`config.mk`:
```
export PLATFORM = sky130hd
export DESIGN_NAME = rpf_top
export DESIGN_NICKNAME = d
export VERILOG_FILES = /design/src/hdl/rpf_pkg.sv /design/src/hdl/rpf_top.sv
export VERILOG_INCLUDE_DIRS = /design/src /design/src/hdl
export SDC_FILE = /design/constraint.sdc
export NUM_CORES = 1
export LEC_CHECK = 0
export BUFFER_PORTS_ARGS = -buffer_cell sky130_fd_sc_hd__buf_2
export CORE_ASPECT_RATIO = 0.7
export CORE_MARGIN = 5
export CORE_UTILIZATION = 45
export CTS_CLUSTER_DIAMETER = 30
export DETAILED_ROUTE_END_ITERATION = 12
export HOLD_SLACK_MARGIN = 0.03
export SETUP_SLACK_MARGIN = 0.5
export SLEW_MARGIN = 20
export SYNTH_ARGS = -nofsm -noshare
export SYNTH_HDL_FRONTEND = slang
export SYNTH_SLANG_ARGS = --single-unit
```
`constraint.sdc`:
```
create_clock -name pclk -period 3.2 [get_ports pclk]
set_input_delay 0.64 -clock pclk [delete_from_list [all_inputs] [get_ports pclk]]
set_output_delay 0.64 -clock pclk [all_outputs]
set_load 0.02 [all_outputs]
```
`src/hdl/rpf_regs.svh`:
```
// Purpose: register indices, field positions, reset values and counts
// Assumes: byte address of a register is four times its index
// Notes:   definitions only
`ifndef RPF_REGS_SVH
`define RPF_REGS_SVH

// ----------------------------------------
// register indices
// ----------------------------------------
`define RPF_IDX_FMT 8'h33
`define RPF_IDX_PRE_LEN 8'h34
`define RPF_IDX_PRE_DET 8'h35
`define RPF_IDX_MARK3 8'h36
`define RPF_IDX_MARK2 8'h37
`define RPF_IDX_MARK1 8'h38
`define RPF_IDX_MARK0 8'h39
`define RPF_IDX_PKT_LEN 8'h3E
`define RPF_IDX_EXP_HDR3 8'h3F
`define RPF_IDX_MASK3 8'h43
`define RPF_IDX_RX_HDR3 8'h47
`define RPF_IDX_CTRL 8'h50
`define RPF_IDX_STATUS 8'h51

// ----------------------------------------
// fields
// ----------------------------------------
`define RPF_HDLEN_MSB 6
`define RPF_HDLEN_LSB 4
`define RPF_FIXLEN_BIT 3
`define RPF_MARKSEL_MSB 2
`define RPF_MARKSEL_LSB 1
`define RPF_PRE_MSB_BIT 0
`define RPF_FMT_MASK 8'h7F
`define RPF_THRESH_MSB 7
`define RPF_THRESH_LSB 3
`define RPF_RSSI_OFS_MSB 2
`define RPF_RSSI_OFS_LSB 0

// ----------------------------------------
// reset values and counts
// ----------------------------------------
`define RPF_RST_PRE_LEN 8'h08
`define RPF_RST_MARK3 8'h2D
`define RPF_RST_MARK2 8'hD4
`define RPF_MIN_PRE_NIB 9'h001
`define RPF_MAX_HDR_BYTES 3'h4
`define RPF_MARKER_SLACK_BITS 12'h020
// raw level is in 1 dB steps; one offset unit adds 4 dB
`define RPF_RSSI_STEP_SHIFT 2

`endif

```
`src/hdl/rpf_pkg.sv`:
```
// Purpose: types shared by the receive packet format block
// Assumes: nothing
// Notes:   state codes are one-hot
package rpf_pkg;
   typedef enum logic [5:0] {
      RPF_IDLE     = 6'h01,
      RPF_PREAMBLE = 6'h02,
      RPF_MARKER   = 6'h04,
      RPF_HEADER   = 6'h08,
      RPF_LENGTH   = 6'h10,
      RPF_PAYLOAD  = 6'h20
   } rpf_state_type;
endpackage

```
`src/hdl/rpf_top.sv`:
```
// Purpose: receive packet format configuration and packet parser, APB slave
// Assumes: demodulated bits arrive on pclk with a one-cycle valid strobe
// Notes:   bits arrive most significant bit first within each byte
//
// Function
// - header byte count from field, byte 3 first
// - fixed length: no length byte in header
// - marker byte count selects bytes 3 downward
// - preamble length counted in nibbles
// - preamble MSB in format register bit 0
// - preamble length zero acts as one
// - preamble length low byte resets to 8
// - detector threshold counts nibbles of consecutive alternating bits
// - level offset adds 4 dB per unit
// - marker byte 3 resets to 2D
// - marker byte 2 resets to D4
// - fixed length takes programmed packet length
// - header compare only on mask bits set
`timescale 1ns/1ps
`default_nettype none
`include "rpf_regs.svh"
module rpf_top
   import rpf_pkg::*;
(
   input wire logic pclk,
   input wire logic presetn,
   input wire logic psel,
   input wire logic penable,
   input wire logic pwrite,
   input wire logic [11:0] paddr,
   input wire logic [31:0] pwdata,
   output logic [31:0] prdata,
   output logic pready,
   output logic pslverr,
   input wire logic rx_bit,
   input wire logic rx_bit_valid,
   input wire logic [7:0] rssi_raw,
   output logic [7:0] rssi_level,
   output logic [8:0] preamble_nibbles,
   output logic marker_found,
   output logic [7:0] rx_byte,
   output logic rx_byte_valid,
   output logic packet_done,
   output logic header_match
);

   // ----------------------------------------
   // register storage
   // ----------------------------------------
   logic [6:0] fmt_ctrl;
   logic [7:0] pre_len_low, pre_det, pkt_len;
   logic [7:0] marker_byte [0:3];
   logic [7:0] exp_hdr [0:3];
   logic [7:0] hdr_mask [0:3];
   logic [7:0] rx_hdr [0:3];
   logic rx_enable, hdr_ok;
   rpf_state_type state;

   logic [7:0] idx, rd_value;
   logic addr_ok, setup, wr_go;

   assign idx = paddr[9:2];
   assign setup = psel && !penable;
   assign wr_go = psel && penable && pready && pwrite && !pslverr;

   // read decode; unmapped or misaligned answers with an error
   always_comb begin
      rd_value = 8'h00;
      addr_ok = (paddr[1:0] == 2'h0) && (paddr[11:10] == 2'h0);
      if (idx == `RPF_IDX_FMT) begin
         rd_value = {1'b0, fmt_ctrl};
      end else if (idx == `RPF_IDX_PRE_LEN) begin
         rd_value = pre_len_low;
      end else if (idx == `RPF_IDX_PRE_DET) begin
         rd_value = pre_det;
      end else if (idx >= `RPF_IDX_MARK3 && idx <= `RPF_IDX_MARK0) begin
         rd_value = marker_byte[2'(`RPF_IDX_MARK0 - idx)];
      end else if (idx == `RPF_IDX_PKT_LEN) begin
         rd_value = pkt_len;
      end else if (idx >= `RPF_IDX_EXP_HDR3 && idx < `RPF_IDX_MASK3) begin
         rd_value = exp_hdr[2'(3'h3 - 3'(idx - `RPF_IDX_EXP_HDR3))];
      end else if (idx >= `RPF_IDX_MASK3 && idx < `RPF_IDX_RX_HDR3) begin
         rd_value = hdr_mask[2'(3'h3 - 3'(idx - `RPF_IDX_MASK3))];
      end else if (idx >= `RPF_IDX_RX_HDR3 && idx < 8'(`RPF_IDX_RX_HDR3 + 8'h04)) begin
         rd_value = rx_hdr[2'(3'h3 - 3'(idx - `RPF_IDX_RX_HDR3))];
      end else if (idx == `RPF_IDX_CTRL) begin
         rd_value = {7'h00, rx_enable};
      end else if (idx == `RPF_IDX_STATUS) begin
         rd_value = {1'b0, hdr_ok, state};
      end else begin
         addr_ok = 1'b0;
      end
   end

   // ----------------------------------------
   // apb answer: one access cycle, no waits
   // ----------------------------------------
   always_ff @(posedge pclk or negedge presetn) begin
      if (!presetn) begin
         pready <= 1'b0;
         pslverr <= 1'b0;
         prdata <= 32'h0000_0000;
      end else begin
         pready <= setup;
         if (setup) begin
            pslverr <= !addr_ok || (pwrite && idx >= `RPF_IDX_RX_HDR3
                                    && idx < 8'(`RPF_IDX_RX_HDR3 + 8'h04))
                       || (pwrite && idx == `RPF_IDX_STATUS);
            // a refused read must not leak the word behind a misaligned address
            prdata <= (pwrite || !addr_ok) ? 32'h0000_0000 : {24'h00_0000, rd_value};
         end else begin
            pslverr <= 1'b0;
         end
      end
   end

   // software writes, on the access edge only
   always_ff @(posedge pclk or negedge presetn) begin
      if (!presetn) begin
         fmt_ctrl <= 7'h00;
         pre_len_low <= `RPF_RST_PRE_LEN;
         pre_det <= 8'h00;
         marker_byte[3] <= `RPF_RST_MARK3;
         marker_byte[2] <= `RPF_RST_MARK2;
         marker_byte[1] <= 8'h00;
         marker_byte[0] <= 8'h00;
         pkt_len <= 8'h00;
         rx_enable <= 1'b0;
         for (int i = 0; i < 4; i++) begin
            exp_hdr[i] <= 8'h00;
            hdr_mask[i] <= 8'h00;
         end
      end else if (wr_go) begin
         if (idx == `RPF_IDX_FMT) begin
            fmt_ctrl <= 7'(pwdata[7:0] & `RPF_FMT_MASK);
         end else if (idx == `RPF_IDX_PRE_LEN) begin
            pre_len_low <= pwdata[7:0];
         end else if (idx == `RPF_IDX_PRE_DET) begin
            pre_det <= pwdata[7:0];
         end else if (idx >= `RPF_IDX_MARK3 && idx <= `RPF_IDX_MARK0) begin
            marker_byte[2'(`RPF_IDX_MARK0 - idx)] <= pwdata[7:0];
         end else if (idx == `RPF_IDX_PKT_LEN) begin
            pkt_len <= pwdata[7:0];
         end else if (idx >= `RPF_IDX_EXP_HDR3 && idx < `RPF_IDX_MASK3) begin
            exp_hdr[2'(3'h3 - 3'(idx - `RPF_IDX_EXP_HDR3))] <= pwdata[7:0];
         end else if (idx >= `RPF_IDX_MASK3 && idx < `RPF_IDX_RX_HDR3) begin
            hdr_mask[2'(3'h3 - 3'(idx - `RPF_IDX_MASK3))] <= pwdata[7:0];
         end else if (idx == `RPF_IDX_CTRL) begin
            rx_enable <= pwdata[0];
         end
      end
   end

   // ----------------------------------------
   // derived settings
   // ----------------------------------------
   logic [8:0] pre_nib;
   logic [2:0] hdr_count;
   logic fixed_len;
   logic [1:0] mark_sel;
   logic [4:0] thresh;
   logic [6:0] thresh_bits;
   logic [11:0] search_limit;
   logic [2:0] ofs;

   assign pre_nib = ({fmt_ctrl[`RPF_PRE_MSB_BIT], pre_len_low} == 9'h000) ? `RPF_MIN_PRE_NIB
                    : {fmt_ctrl[`RPF_PRE_MSB_BIT], pre_len_low};
   // codes above four still mean all four bytes
   assign hdr_count = (fmt_ctrl[`RPF_HDLEN_MSB:`RPF_HDLEN_LSB] > `RPF_MAX_HDR_BYTES)
                      ? `RPF_MAX_HDR_BYTES : fmt_ctrl[`RPF_HDLEN_MSB:`RPF_HDLEN_LSB];
   assign fixed_len = fmt_ctrl[`RPF_FIXLEN_BIT];
   assign mark_sel = fmt_ctrl[`RPF_MARKSEL_MSB:`RPF_MARKSEL_LSB];
   assign thresh = pre_det[`RPF_THRESH_MSB:`RPF_THRESH_LSB];
   assign ofs = pre_det[`RPF_RSSI_OFS_MSB:`RPF_RSSI_OFS_LSB];
   // a zero threshold still needs one nibble
   assign thresh_bits = (thresh == 5'h00) ? 7'h04 : {thresh, 2'h0};
   assign search_limit = {1'b0, pre_nib, 2'h0} + `RPF_MARKER_SLACK_BITS;

   // compares the newest bits against bytes 3 downward
   function automatic logic marker_match(input logic [31:0] win, input logic [1:0] sel,
                                         input logic [31:0] word);
      logic r;
      r = 1'b0;
      unique case (sel)
         2'h0: r = (win[7:0] == word[31:24]);
         2'h1: r = (win[15:0] == word[31:16]);
         2'h2: r = (win[23:0] == word[31:8]);
         2'h3: r = (win == word);
      endcase
      return r;
   endfunction

   always_ff @(posedge pclk or negedge presetn) begin
      if (!presetn) begin
         preamble_nibbles <= `RPF_MIN_PRE_NIB;
         rssi_level <= 8'h00;
      end else begin
         preamble_nibbles <= pre_nib;
         // saturates rather than wraps so a strong signal never reads weak
         if ({1'b0, rssi_raw} + {4'h0, ofs, 2'h0} > 9'h0FF) begin
            rssi_level <= 8'hFF;
         end else begin
            rssi_level <= rssi_raw + {3'h0, ofs, 2'h0};
         end
      end
   end

   // ----------------------------------------
   // packet parser
   // ----------------------------------------
   logic last_bit;
   logic [6:0] alt_bits;
   logic [31:0] window, next_window;
   logic [11:0] search_bits;
   logic [2:0] bit_cnt;
   logic [7:0] byte_sr, next_byte;
   logic byte_done;
   logic [2:0] hdr_left;
   logic [1:0] hdr_idx;
   logic [7:0] pay_left;

   assign next_window = {window[30:0], rx_bit};
   assign next_byte = {byte_sr[6:0], rx_bit};
   assign byte_done = rx_bit_valid && (bit_cnt == 3'h7);

   always_ff @(posedge pclk or negedge presetn) begin
      if (!presetn) begin
         state <= RPF_IDLE;
         last_bit <= 1'b0;
         alt_bits <= 7'h00;
         window <= 32'h0000_0000;
         search_bits <= 12'h000;
         bit_cnt <= 3'h0;
         byte_sr <= 8'h00;
         hdr_left <= 3'h0;
         hdr_idx <= 2'h3;
         pay_left <= 8'h00;
         hdr_ok <= 1'b1;
         marker_found <= 1'b0;
         rx_byte <= 8'h00;
         rx_byte_valid <= 1'b0;
         packet_done <= 1'b0;
         header_match <= 1'b0;
         for (int i = 0; i < 4; i++) begin
            rx_hdr[i] <= 8'h00;
         end
      end else begin
         marker_found <= 1'b0;
         rx_byte_valid <= 1'b0;
         packet_done <= 1'b0;
         if (rx_bit_valid) begin
            last_bit <= rx_bit;
            byte_sr <= next_byte;
            bit_cnt <= bit_cnt + 3'h1;
         end
         if (!rx_enable) begin
            state <= RPF_IDLE;
         end else begin
            unique case (state)
               RPF_IDLE: begin
                  alt_bits <= 7'h00;
                  state <= RPF_PREAMBLE;
               end
               RPF_PREAMBLE: if (rx_bit_valid) begin
                  if (rx_bit != last_bit && alt_bits != 7'h7F) begin
                     alt_bits <= alt_bits + 7'h01;
                  end else if (rx_bit == last_bit) begin
                     alt_bits <= 7'h01;
                  end
                  if (rx_bit != last_bit && alt_bits + 7'h01 >= thresh_bits) begin
                     state <= RPF_MARKER;
                     window <= 32'h0000_0000;
                     search_bits <= 12'h000;
                  end
               end
               RPF_MARKER: if (rx_bit_valid) begin
                  window <= next_window;
                  search_bits <= search_bits + 12'h001;
                  if (marker_match(next_window, mark_sel, {marker_byte[3], marker_byte[2],
                                                           marker_byte[1], marker_byte[0]})) begin
                     marker_found <= 1'b1;
                     bit_cnt <= 3'h0;
                     hdr_ok <= 1'b1;
                     hdr_idx <= 2'h3;
                     hdr_left <= hdr_count;
                     pay_left <= pkt_len;
                     if (hdr_count != 3'h0) begin
                        state <= RPF_HEADER;
                     end else if (!fixed_len) begin
                        state <= RPF_LENGTH;
                     end else begin
                        state <= RPF_PAYLOAD;
                     end
                  end else if (search_bits >= search_limit) begin
                     state <= RPF_PREAMBLE;
                     alt_bits <= 7'h00;
                  end
               end
               RPF_HEADER: if (byte_done) begin
                  rx_hdr[hdr_idx] <= next_byte;
                  if (((next_byte ^ exp_hdr[hdr_idx]) & hdr_mask[hdr_idx]) != 8'h00) begin
                     hdr_ok <= 1'b0;
                  end
                  hdr_idx <= hdr_idx - 2'h1;
                  hdr_left <= hdr_left - 3'h1;
                  if (hdr_left == 3'h1) begin
                     state <= fixed_len ? RPF_PAYLOAD : RPF_LENGTH;
                  end
               end
               RPF_LENGTH: if (byte_done) begin
                  pay_left <= next_byte;
                  state <= RPF_PAYLOAD;
               end
               RPF_PAYLOAD: begin
                  // an empty packet ends at once
                  if (pay_left == 8'h00) begin
                     packet_done <= 1'b1;
                     header_match <= hdr_ok;
                     state <= RPF_PREAMBLE;
                     alt_bits <= 7'h00;
                  end else if (byte_done) begin
                     rx_byte <= next_byte;
                     rx_byte_valid <= 1'b1;
                     pay_left <= pay_left - 8'h01;
                  end
               end
            endcase
         end
      end
   end

endmodule
`default_nettype wire

```
==> summary.md <==
| Metric | Value |
|---|---|
| Family with the most delay on the worst path | `compound AO/OA/AOI/OAI gates` |
| Sequential power share | `0.386` |
| Cell Area, Placed | `16000 sq um` |
| Post-layout net count | `1525` |
| Row count | `56` |
| YS warnings | `0` |
| Number of synthesized flops with an enable pin | `0` |
| Post-synthesis cell area | `15000 sq um` |
| TritonCTS clock tree | `done` |
| CTS sink cnt | `279` |
| Cell variety after synth | `67` |
| Worst r2r dst | `alt_bits[5]` |
| CTS root buf | `clkbuf_16` |
| Worst Reg-to-Reg Cells | `12` |
| CTS Hold Bufs | `0` |
| Share of layout cells above drive strength 1 | `0.363` |
| # DRC | `0` |
| Synth-to-layout area growth | `21.8%` |
| N_diodes | `0` |
| Post-detail-place hpwl | `30.0 mm` |
| Area of the multi-input gates | `7760 sq um` |
| Routed vias | `10.9k` |
| Initial core utilization | `0.452` |
| First-pass GRT wire length | `66.6 mm` |
| Largest net degree at the start of global routing | `74` |
| CP max stage delay | `480 ps` |
| Vias/cell | `5.74` |
| Critical Path, Cell by Cell | `ha_4 -> buf_4 -> xnor2_1 -> ha_1 -> o2111ai_2 -> o31ai_2 -> a31oi_4 -> nor3b_4 -> buf_6 -> buf_16 -> nor2b_1 -> a41o_1` |
| Max-cap violations | `0` |
| VDD IR max | `0.343 mV` |
| Antenna-violating nets left | `0` |
| Status | `completed` |
| Clock power share | `0.562` |
| Gr usage total | `0.229` |
| Vias in the first global route | `11.1k` |
| Leak | `9.05 nW` |
| Core Region | `33200 sq um` |
| Pwr Density | `524 nW/um^2` |
| Clock buffer depth | `3` |
| R2R Setup Slk | `480 ps` |
| Required @ worst endpoint | `3650 ps` |
| Critical path class | `flop to flop` |
| Chip Height | `163 um` |
| Setup TNS | `0 ps` |
| WP buf/inv | `3` |
| CTS Buf Count | `52` |
| Total gr overflow | `0` |
| Worst skew pair latency | `570 ps` |
| Pre-CTS setup slack | `69.8 ps` |
| Worst hold path class | `input pin to asynchronous set/reset pin` |
| Fill cell count | `2890` |
| Initial antenna violation count | `0` |
| Critical path's slowest cell | `dfrtp_2` |
| PortBufs | `73` |
| Top post-synthesis cells by area | `dfrtp_1 (44%), mux2_2 (12%), xor2_1 (5.8%), mux4_2 (5.4%), ha_1 (3.2%)` |
| FF/Latch Area | `7020 sq um` |
| Synth Register Bits | `279` |
| Period utilization | `0.851` |
| DR iter-0 viols | `845` |
| Slew margin rel. | `0.431` |
| NetSw | `0.00244 W` |
| I/O pin total | `122` |
| Post-Syn Instances | `1318` |
| Worst Tran Pin Value | `849 ps` |
| Worst Slack Setup Final | `476 ps` |
| CTS clk-pin slew, worst paths | `50 ps` |
| Startpoint types | `flop` |
| Clk_skew | `17.7 ps` |
| Crit path max fanout | `7` |
| Placer Congestion | `0.907` |
| Synth Area per Inst | `11.4 sq um` |
| Total power | `0.00957 W` |
| Die X | `228 um` |
| Sequential share of the synthesized area | `0.466` |
| Area leader, netlist | `dfrtp_1` |
| P_int | `0.00713 W` |
| Setup violators final | `0` |
| Final wirelength | `42.8 mm` |
| Combinational power share | `0.052` |
| Crit. End Element | `flop` |
| FF-to-FF Start | `pre_len_low[4]` |
| Endpoints failing hold | `0` |
| RSZ-0062 raised after global routing | `true` |
| Slew Viols, Final | `0` |
| Fmax | `0.367 GHz` |
| Die area | `37200 sq um` |
| WP data arrival | `3180 ps` |
| CTS H-tree lvls | `2` |
| Tmin final | `2720 ps` |
| Main synth FF type | `dfrtp_1` |
| Fraction of registers with async set/reset | `1.00` |
| Final instance area | `18300 sq um` |
| Wire length per cell | `22.5 um` |
| Detailed Routing Iterations Pass 1 | `5` |
| Top cell type's share of synthesized area | `0.442` |
| Net Sw Frac | `0.255` |
[synthesized netlist by cell type, types with 3 or more instances]
cell and instances:
mux2_1 4, buf_1 6, nand3b_1 3, buf_2 17, and3_1 11, a21o_1 7
mux2_2 165, a211oi_1 5, buf_4 24, o221ai_1 3, nor3_2 3, inv_1 37
a211o_1 3, nand2_1 91, nor3b_1 3, clkbuf_1 68, a21oi_1 28, xnor2_1 25
ha_1 38, dfstp_2 14, mux4_2 36, a221oi_1 7, o211ai_1 3, a22oi_1 25
and2_1 4, a22o_1 35, nor2b_1 10, a41o_1 5, nand2b_1 12, a31oi_1 13
o31ai_1 3, nand4_1 20, dfrtp_1 265, nand3_1 22, o22ai_1 12, nor4_1 20
nor3_1 14, xor2_1 99, nor2_1 60, o21ai_0 64
[metal layers]
layer  GRT usage  part of all wire  up-vias  wire length [um]
met4      0.0522             0.017        0               714
met3      0.0493             0.066       61              2810
met1       0.350              0.49     5605             20900
met2       0.333              0.43      311             18400
li1            -                 -     4957                 -
met5           0                 0        -                 0
[flip-flops by register name, summed over array words and instances (netlist names), 9 cells and up, named ones only]
register	count
exp_hdr	32
search_bits	12
window	31
rx_hdr	32
hdr_mask	32
marker_byte	32
preamble_nibbles	9
[cell type report]
cell class,instances,area share
multi-input combinational,909,0.425
sequential,279,0.384
clock buffer,62,0.0749
timing repair buffer,148,0.0590
tap,435,0.0298
clock inverter,35,0.0197
inverter,37,0.00774
[how the worst max path moves through the flow]
| stage | slack, ps | startpoint | to | depth (start not counted) |
|---|---|---|---|---|
| after floorplan | 480 | paddr[2] | prdata[0] | 14 |
| after global placement | 110 | pre_len_low[3] | alt_bits[2] | 10 |
| after detailed placement | 70 | pre_len_low[3] | alt_bits[2] | 10 |
| after CTS | 490 | pre_len_low[3] | alt_bits[5] | 12 |
| after global routing | 340 | marker_byte[14] | hdr_idx[1] | 11 |
| final | 480 | pre_len_low[4] | alt_bits[5] | 12 |
[layout by cell type (no fill, tap or decap), types with 14 or more instances in the layout]
cell,synthesis,final
a21oi_1,28,25
a22o_1,35,35
a22oi_1,25,24
buf_2,17,72
buf_4,24,62
clkbuf_16,0,53
conb_1,1,24
dfrtp_1,265,250
dfrtp_2,0,15
dfstp_2,14,14
ha_1,38,35
inv_1,37,36
mux2_2,165,165
mux4_2,36,36
nand2_1,91,77
nand3_1,22,20
nand4_1,20,20
nor2_1,60,53
nor3_1,14,14
nor4_1,20,14
o21ai_0,64,57
xnor2_1,25,23
xor2_1,99,97
[stage by stage]
step	util	hold slack, ps	instances
2_1_floorplan	-	344	1341
3_3_place_gp	0.482	439	1782
3_5_place_dp	0.482	439	1782
4_1_cts	0.541	57.8	1893
6_report	0.550	56.6	1905
5_1_grt	0.550	91.3	1905
[power groups by stage]
stage          Combinational (W)  Sequential [W]  Clock, W
2_1_floorplan           0.000343         0.00369         0
3_5_place_dp            0.000497         0.00376         0
5_1_grt                 0.000555         0.00370   0.00564
4_1_cts                 0.000503         0.00370   0.00546
3_3_place_gp            0.000486         0.00375         0
6_report                0.000499         0.00369   0.00537
[cells by family after synthesis]
| group | synth area share |
|---|---|
| compound gates | 0.106 |
| flops | 0.466 |
| other cells | 0.000250 |
| simple gates | 0.0941 |
| fa+ha+maj | 0.0330 |
| mux | 0.182 |
| buf+inv | 0.0462 |
| xor+xnor | 0.0724 |
[timing repair]
action                                  CTS  global route
setup buffers                            13            11
pin swaps                                10            20
resized for setup                        19            47
gates cloned                              1             1
endpoints found under the setup margin   28            71
No activity file was read; power rests on OpenSTA's default activity.
